<file path="src/rtl/psm_pkg.sv">
// Purpose: Shared constants for the power-saving mode controller.
// Assumes: Avalon-MM register access with 32-bit data and word addressing by byte address.
// Notes:   The power control register is kept at its special-function index.
package psm_pkg;

  // Special-function index of the power control register; byte address is four times it.
  localparam logic [7:0]  PWR_CTRL_INDEX = 8'h87;
  localparam logic [9:0]  PWR_CTRL_ADDR  = {PWR_CTRL_INDEX, 2'b00};
  // Byte address of the status register that shows the block's own state.
  localparam logic [9:0]  PWR_STAT_ADDR  = 10'h220;

  // Field positions inside the power control register.
  localparam int BIT_IDLE   = 0;
  localparam int BIT_STOP   = 1;
  localparam int BIT_FLAG0  = 2;
  localparam int BIT_FLAG1  = 3;
  localparam int BIT_DOUBLE = 7;

  // Reset value and writable-bit mask of the power control register.
  localparam logic [7:0]  PWR_CTRL_RESET = 8'h00;
  localparam logic [7:0]  PWR_CTRL_MASK  = 8'h8F;

  // Clock rate and the least hold of a reset that ends Idle, in instruction cycles.
  localparam int CLOCK_MHZ        = 200;
  localparam int CLKS_PER_INSTR   = 12;
  localparam int IDLE_RESET_INSTR = 2;
  localparam int IDLE_RESET_CLKS  = IDLE_RESET_INSTR * CLKS_PER_INSTR;

  // Operating modes, one-hot.
  typedef enum logic [2:0] {
    MODE_RUN  = 3'b001,
    MODE_IDLE = 3'b010,
    MODE_STOP = 3'b100
  } psm_mode_e;

endpackage : psm_pkg

</file>
<file path="src/rtl/psm_power_ctrl.sv">
// Purpose: Power-saving mode controller: Idle and Stop entry, wake-up and pin states.
// Assumes: Resets arrive already synchronous to i_clock; interrupt inputs are on i_clock.
// Notes:   Core clock gating is an enable here; the clock tree uses it as a latch enable.
//
// What this block does
// - Power control register at index 87h, idle bit0, stop bit1.
// - Writing idle bit enters Idle mode.
// - Writing stop bit enters Stop mode.
// - Both bits set: Stop wins over Idle.
// - Idle halts CPU; peripherals keep running.
// - Setting instruction is last before Idle.
// - Idle keeps all CPU state unchanged.
// - Enabled interrupt clears idle bit, unless blocked by priority.
// - Interrupt serviced, then execution resumes after setter.
// - Bits 3 and 2 are free software flags.
// - Bit 7 doubles baud rate; bits 6-4 reserved.
// - Watchdog reset also ends Idle.
// - Stop halts oscillator and preserves memories.
// - Stop refused while watchdog is enabled.
// - Only external reset ends Stop; clears registers.
// - Idle drives strobes high; port 0 floats externally.
// - Stop drives strobes low; port 0 floats externally.
//
// The Avalon-MM interface to the registers was left to the implementer.

`timescale 1ns/1ps

module psm_power_ctrl (
  input  wire logic        i_clock,
  input  wire logic        i_nrst,
  // Avalon-MM slave.
  input  wire logic [9:0]  i_address,
  input  wire logic        i_read,
  input  wire logic        i_write,
  input  wire logic [31:0] i_writedata,
  output logic      [31:0] o_readdata,
  output logic             o_waitrequest,
  output logic      [1:0]  o_response,
  // Core and system side.
  input  wire logic        i_instr_done,
  input  wire logic        i_irq_wake,
  input  wire logic        i_irq_blocked,
  input  wire logic        i_watchdog_on,
  input  wire logic        i_wdt_reset,
  input  wire logic        i_ext_mem,
  output logic             o_core_clk_en,
  output logic             o_osc_en,
  output logic             o_uart_rate_double,
  output logic             o_addr_latch_strobe,
  output logic             o_prog_store_strobe,
  output logic             o_port0_float,
  output logic             o_port2_addr,
  output logic             o_in_idle,
  output logic             o_in_stop
);

  psm_pkg::psm_mode_e mode;
  psm_pkg::psm_mode_e next_mode;
  logic [7:0]         power_control;
  logic               bus_pending;
  logic [31:0]        next_readdata;
  logic               wr_ctrl;
  logic               hit_ctrl;
  logic               hit_stat;
  logic               wake_irq;
  logic               stop_ok;

  // Decode of the two mapped words.
  assign hit_ctrl = (i_address == psm_pkg::PWR_CTRL_ADDR);
  assign hit_stat = (i_address == psm_pkg::PWR_STAT_ADDR);
  assign wr_ctrl  = i_write && bus_pending && hit_ctrl;
  assign wake_irq = i_irq_wake && !i_irq_blocked;
  assign stop_ok  = !i_watchdog_on;

  // Every access waits one cycle, then completes with waitrequest low.
  always_ff @(posedge i_clock) begin
    if (!i_nrst) begin
      bus_pending <= 1'b0;
    end else if ((i_read || i_write) && !bus_pending) begin
      bus_pending <= 1'b1;
    end else begin
      bus_pending <= 1'b0;
    end
  end

  // Waitrequest stays high until the access is answered.
  always_ff @(posedge i_clock) begin
    if (!i_nrst) begin
      o_waitrequest <= 1'b1;
    end else begin
      o_waitrequest <= !((i_read || i_write) && !bus_pending);
    end
  end

  // Read data mux; unmapped words read zero with a decode-error response.
  always_comb begin
    next_readdata = 32'h0000_0000;
    if (hit_ctrl) begin
      next_readdata = {24'h00_0000, power_control & psm_pkg::PWR_CTRL_MASK};
    end else if (hit_stat) begin
      next_readdata = {29'h0000_0000, mode};
    end
  end

  // Read data and response are captured with the answer.
  always_ff @(posedge i_clock) begin
    if (!i_nrst) begin
      o_readdata <= 32'h0000_0000;
      o_response <= 2'b00;
    end else if ((i_read || i_write) && !bus_pending) begin
      o_readdata <= i_read ? next_readdata : 32'h0000_0000;
      o_response <= (hit_ctrl || hit_stat) ? 2'b00 : 2'b11;
    end
  end

  // Power control register: software write, hardware clears the idle bit on wake.
  always_ff @(posedge i_clock) begin
    // A watchdog reset in Stop must not clear the register that Stop preserves.
    if (!i_nrst || (i_wdt_reset && mode != psm_pkg::MODE_STOP)) begin
      power_control <= psm_pkg::PWR_CTRL_RESET;
    end else if (wr_ctrl) begin
      power_control <= i_writedata[7:0] & psm_pkg::PWR_CTRL_MASK;
      if (!stop_ok) begin
        power_control[psm_pkg::BIT_STOP] <= 1'b0;
      end
    end else if (mode == psm_pkg::MODE_IDLE && wake_irq) begin
      power_control[psm_pkg::BIT_IDLE] <= 1'b0;
    end
  end

  // Mode decision; Stop outranks Idle and only takes effect once the current instruction completes (i_instr_done).
  always_comb begin
    next_mode = mode;
    unique case (mode)
      psm_pkg::MODE_RUN: begin
        if (power_control[psm_pkg::BIT_STOP] && stop_ok && i_instr_done) begin
          next_mode = psm_pkg::MODE_STOP;
        end else if (power_control[psm_pkg::BIT_IDLE] && i_instr_done) begin
          next_mode = psm_pkg::MODE_IDLE;
        end
      end
      psm_pkg::MODE_IDLE: begin
        if (wake_irq) begin
          next_mode = psm_pkg::MODE_RUN;
        end
      end
      psm_pkg::MODE_STOP: begin
        next_mode = psm_pkg::MODE_STOP;
      end
      default: next_mode = psm_pkg::MODE_RUN;
    endcase
  end

  // Mode register; external reset ends any mode, watchdog reset ends Idle.
  always_ff @(posedge i_clock) begin
    if (!i_nrst) begin
      mode <= psm_pkg::MODE_RUN;
    end else if (i_wdt_reset && mode != psm_pkg::MODE_STOP) begin
      mode <= psm_pkg::MODE_RUN;
    end else begin
      mode <= next_mode;
    end
  end

  // Clock enables: Idle freezes only the core, Stop halts the oscillator.
  always_ff @(posedge i_clock) begin
    if (!i_nrst) begin
      o_core_clk_en <= 1'b1;
      o_osc_en      <= 1'b1;
    end else begin
      o_core_clk_en <= (next_mode == psm_pkg::MODE_RUN);
      o_osc_en      <= (next_mode != psm_pkg::MODE_STOP);
    end
  end

  // Pin states and status outputs for each mode.
  always_ff @(posedge i_clock) begin
    if (!i_nrst) begin
      o_addr_latch_strobe <= 1'b1;
      o_prog_store_strobe <= 1'b1;
      o_port0_float       <= 1'b0;
      o_port2_addr        <= 1'b0;
      o_in_idle           <= 1'b0;
      o_in_stop           <= 1'b0;
      o_uart_rate_double  <= 1'b0;
    end else begin
      o_addr_latch_strobe <= (next_mode != psm_pkg::MODE_STOP);
      o_prog_store_strobe <= (next_mode != psm_pkg::MODE_STOP);
      o_port0_float       <= i_ext_mem && (next_mode != psm_pkg::MODE_RUN);
      o_port2_addr        <= i_ext_mem && (next_mode == psm_pkg::MODE_IDLE);
      o_in_idle           <= (next_mode == psm_pkg::MODE_IDLE);
      o_in_stop           <= (next_mode == psm_pkg::MODE_STOP);
      o_uart_rate_double  <= power_control[psm_pkg::BIT_DOUBLE];
    end
  end
endmodule // psm_power_ctrl

</file>
<file path="config.mk">
export PLATFORM = sky130hd
export DESIGN_NAME = psm_power_ctrl
export DESIGN_NICKNAME = d
export VERILOG_FILES = /design/src/rtl/psm_pkg.sv /design/src/rtl/psm_power_ctrl.sv
export SDC_FILE = /design/constraint.sdc
export NUM_CORES = 1
export LEC_CHECK = 0
export BUFFER_PORTS_ARGS = -buffer_cell sky130_fd_sc_hd__buf_2
export CORE_MARGIN = 8
export CORE_UTILIZATION = 41
export CTS_CLUSTER_DIAMETER = 200
export DETAILED_ROUTE_END_ITERATION = 8
export HOLD_SLACK_MARGIN = 0.05
export PLACE_DENSITY = 0.85
export SLEW_MARGIN = 20
export SYNTH_ARGS = -nofsm -noshare
export SYNTH_HDL_FRONTEND = slang
export SYNTH_SLANG_ARGS = --single-unit
</file>
<file path="constraint.sdc">
create_clock -name i_clock -period 2.9 [get_ports i_clock]
set_input_delay 0.29 -clock i_clock [delete_from_list [all_inputs] [get_ports i_clock]]
set_output_delay 0.29 -clock i_clock [all_outputs]
set_load 0.02 [all_outputs]
</file>
==> flow_summary.ini <==
[synth]
syn_avg_cell_area_um2 = 9.005
synth.cell_area_mm2 = 0.001144
ys_seq_area_frac = 0.4026
ys_warn_count = 0
synth_top_area_frac = 0.4026
synthTopCellsByArea = dfxtp_1 40%, buf_4 20%, mux2i_1 3.5%, nand2_1 3.3%, nand2b_1 3.3%
syn_inst = 127
synth_cell_type_count = 33
ys_ff_latch = 23
synth.largest_area_cell = dfxtp_1

[timing]
skew_ns = 0.007619
finalSetupViolCount = 0
slew_violations = 0
grt_setup_unrepaired = false
fin_tns_setup_ns = 0
relSlewSlack = 0.5629
hold_slack_ns = 0.2089
finalCriticalPeriod_ns = 1.832
worst_slack_ns = 1.068
timing.fmax_mhz = 545.8
final.period_utilization = 0.6318
tightest_slew_ns = 0.6513
hold_violations = 0

[place]
io_buffer_count = 41
gp_congestion = 0.7560
pre_cts_ws_ns = 0.7587
hpwl_um = 2008

[power]
netSwitchingFraction = 0.2696
p_sw_uw = 145.3
pwr-share-clk = 0.263
power_frac_seq = 0.596
p_per_area_mw_per_mm2 = 422.7
p_leak_uw = 0.0006369
vdd_drop_max_mv = 0.2240
combPwrFrac = 0.141
intPower_uw = 393.7

[drt]
drtIter0Drc = 8
post-route-drc-count = 0
route.vias.total = 888
drt_wl_total_um = 2363
vias_per_cell = 4.508
dr.pass1.iters = 4
wire_per_inst_um = 11.99
ant_nets = 0

[clocking]
cts_tree = built
cts.sinks = 23
cts_hold_buf = 0
insertion_delay_ns = 0.30
cts_made_buffers = 3
cts_resized = 0
h-tree-depth = 1
clockRootBuffer = clkbuf_4
clk_pin_slew_worst_paths_ns = 0.12
clockBufferDepth = 2
cts_setup_buffers = 0

[run]
maxCapViolations = 0

[finish]
multi_input_area_um2 = 525.5
final_nets = 219
n_antenna_cell = 0
drive_gt1_frac = 0.2952
regArea_um2 = 460.4
fillers = 287
area_growth_pct = 11.49

[setup_path]
critPathKind = in -> reg
worstPathRequired_ns = 3.14
cpMostUsedCell = or4_4
path_delay_family = simple AND/OR/NAND/NOR gates
crit_fanout = 6
critPathLaunchType = input port
cp.arrival_ns = 2.07
endpoint_kind = flip-flop
crit_chain = buf_2 > or4_4 > or4_4 > or3b_1 > a21oi_2
crit_buf_inv = 1
critPathSlowestCell = or4_4
slowest_delay_ns = 0.60

[floorplan]
io_pins = 96
num_rows = 19
initial_utilization = 0.4220
core-area_mm2 = 0.002710
die_area_mm2 = 0.004736
die_y_um = 68.82
die_x_um = 68.82

[global_routing]
met2_usage = 0.1777
antenna_found_initial = 0
grt_pass1_vias = 902
grt_overflow = 0
grtUsageTotal = 0.09752
grt_pass1_wl_um = 3601
grt_max_degree = 13
grt_busiest_layer = met2
use_met3 = 0.02262
grtUsageMet1 = 0.1068

[worst_hold_path]
min_path_type = in -> reg

[run_status]
status = completed
-- sequential cells by signal, summed over array words and instances (netlist names) --
name and flops:
mode 3, o_in_idle 1, o_port2_addr 1, o_prog_store_strobe 1, power_control 5, o_waitrequest 1
bus_pending 1, o_core_clk_en 1, o_response 1, o_readdata 5, o_in_stop 1, o_uart_rate_double 1
o_port0_float 1
-- cells in the mapped netlist, drive strengths merged --
cell and number:
buf 31, or4 2, nand3 1, a21oi 2, nor3b 1, conb 1, o21ai 5, inv 3
mux2i 4, nand3b 1, nor4 2, nor2 9, and2 3, or3b 1, o211a 1, a211oi 3
or4b 1, nand4b 1, clkbuf 2, a22o 2, nor2b 2, o21bai 2, a22oi 3, nand2b 6
o31a 1, o31ai 1, nand2 10, and3b 1, nor3 2, dfxtp 23
-- cell usage in the layout, fill, tap and decap left out, types with 2 or more instances in the layout --
cell type  synthesis  routed
nand2_1           10      10
nor3_1             2       2
buf_2              0      41
a211oi_1           3       3
nor4_1             2       2
inv_1              3       3
nor2_1             9       9
o21bai_1           2       2
a22o_1             2       2
and2_1             3       3
o21ai_0            4       4
a22oi_1            3       3
clkbuf_4           0       3
mux2i_1            4       4
nor2b_1            2       2
or4_4              2       2
nand2b_1           6       6
conb_1             1      27
dfxtp_1           23      23
-- worst register-to-register path: stages (launching register included) --
cell and delay [ns]:
dfxtp_1 0.53, nor3b_1 0.41, o21ai_1 0.30, a211oi_1 0.29
-- area by class of cell --
type	instances	share of cell area
inverters	3	0.008832
repair buffers	42	0.1668
well taps	31	0.03042
multi-input cells	94	0.4122
clock buffers	4	0.02061
flip-flops and latches	23	0.3611
-- path summary, 6_finish.rpt --
| path | start | endpoint | slack [ns] | depth (start not counted) |
|---|---|---|---|---|
| min reg2reg | o_readdata[1] | o_readdata[1] | 0.44 | 2 |
| max reg2reg | mode[2] | mode[1] | 1.29 | 3 |
| max | i_address[1] | power_control[1] | 1.07 | 5 |
| min | i_ext_mem | o_port2_addr | 0.21 | 2 |
-- routing by layer --
| metal | part of all wire | routed length (um) |
|---|---|---|
| met5 | 0 | 0 |
| met4 | 0.011 | 26 |
| met3 | 0.093 | 220 |
| met2 | 0.49 | 1160 |
| met1 | 0.40 | 956 |
-- stage by stage --
step,area (um2),util,instances,total power [uW]
after floorplan,1241,-,153,408.7
after global placement,1249,0.4608,193,401.8
after detailed placement,1249,0.4608,193,403.0
after CTS,1275,0.4705,197,541.1
after global routing,1275,0.4705,197,562.1
final,1275,0.4705,197,539.0
-- kinds of logic (layout without fill, tap and decap cells) --
group,Yosys count,after routing,synth area share
multiplexers,4,4,0.03501
other,1,27,0.003279
buffers and inverters,36,49,0.2232
AND/OR/NAND/NOR,43,43,0.2112
AO/OA/AOI/OAI,20,20,0.1247
flip-flops,23,23,0.4026
-- power by group through the flow --
stage | logic, uW | registers, uW | clock network, uW
after floorplan | 77.2 | 332 | 0
after global placement | 73.6 | 328 | 0
after detailed placement | 74.5 | 328 | 0
after CTS | 74.7 | 321 | 145
after global routing | 82.5 | 322 | 158
final | 76.2 | 321 | 142
No activity file was read; power rests on OpenSTA's default activity.
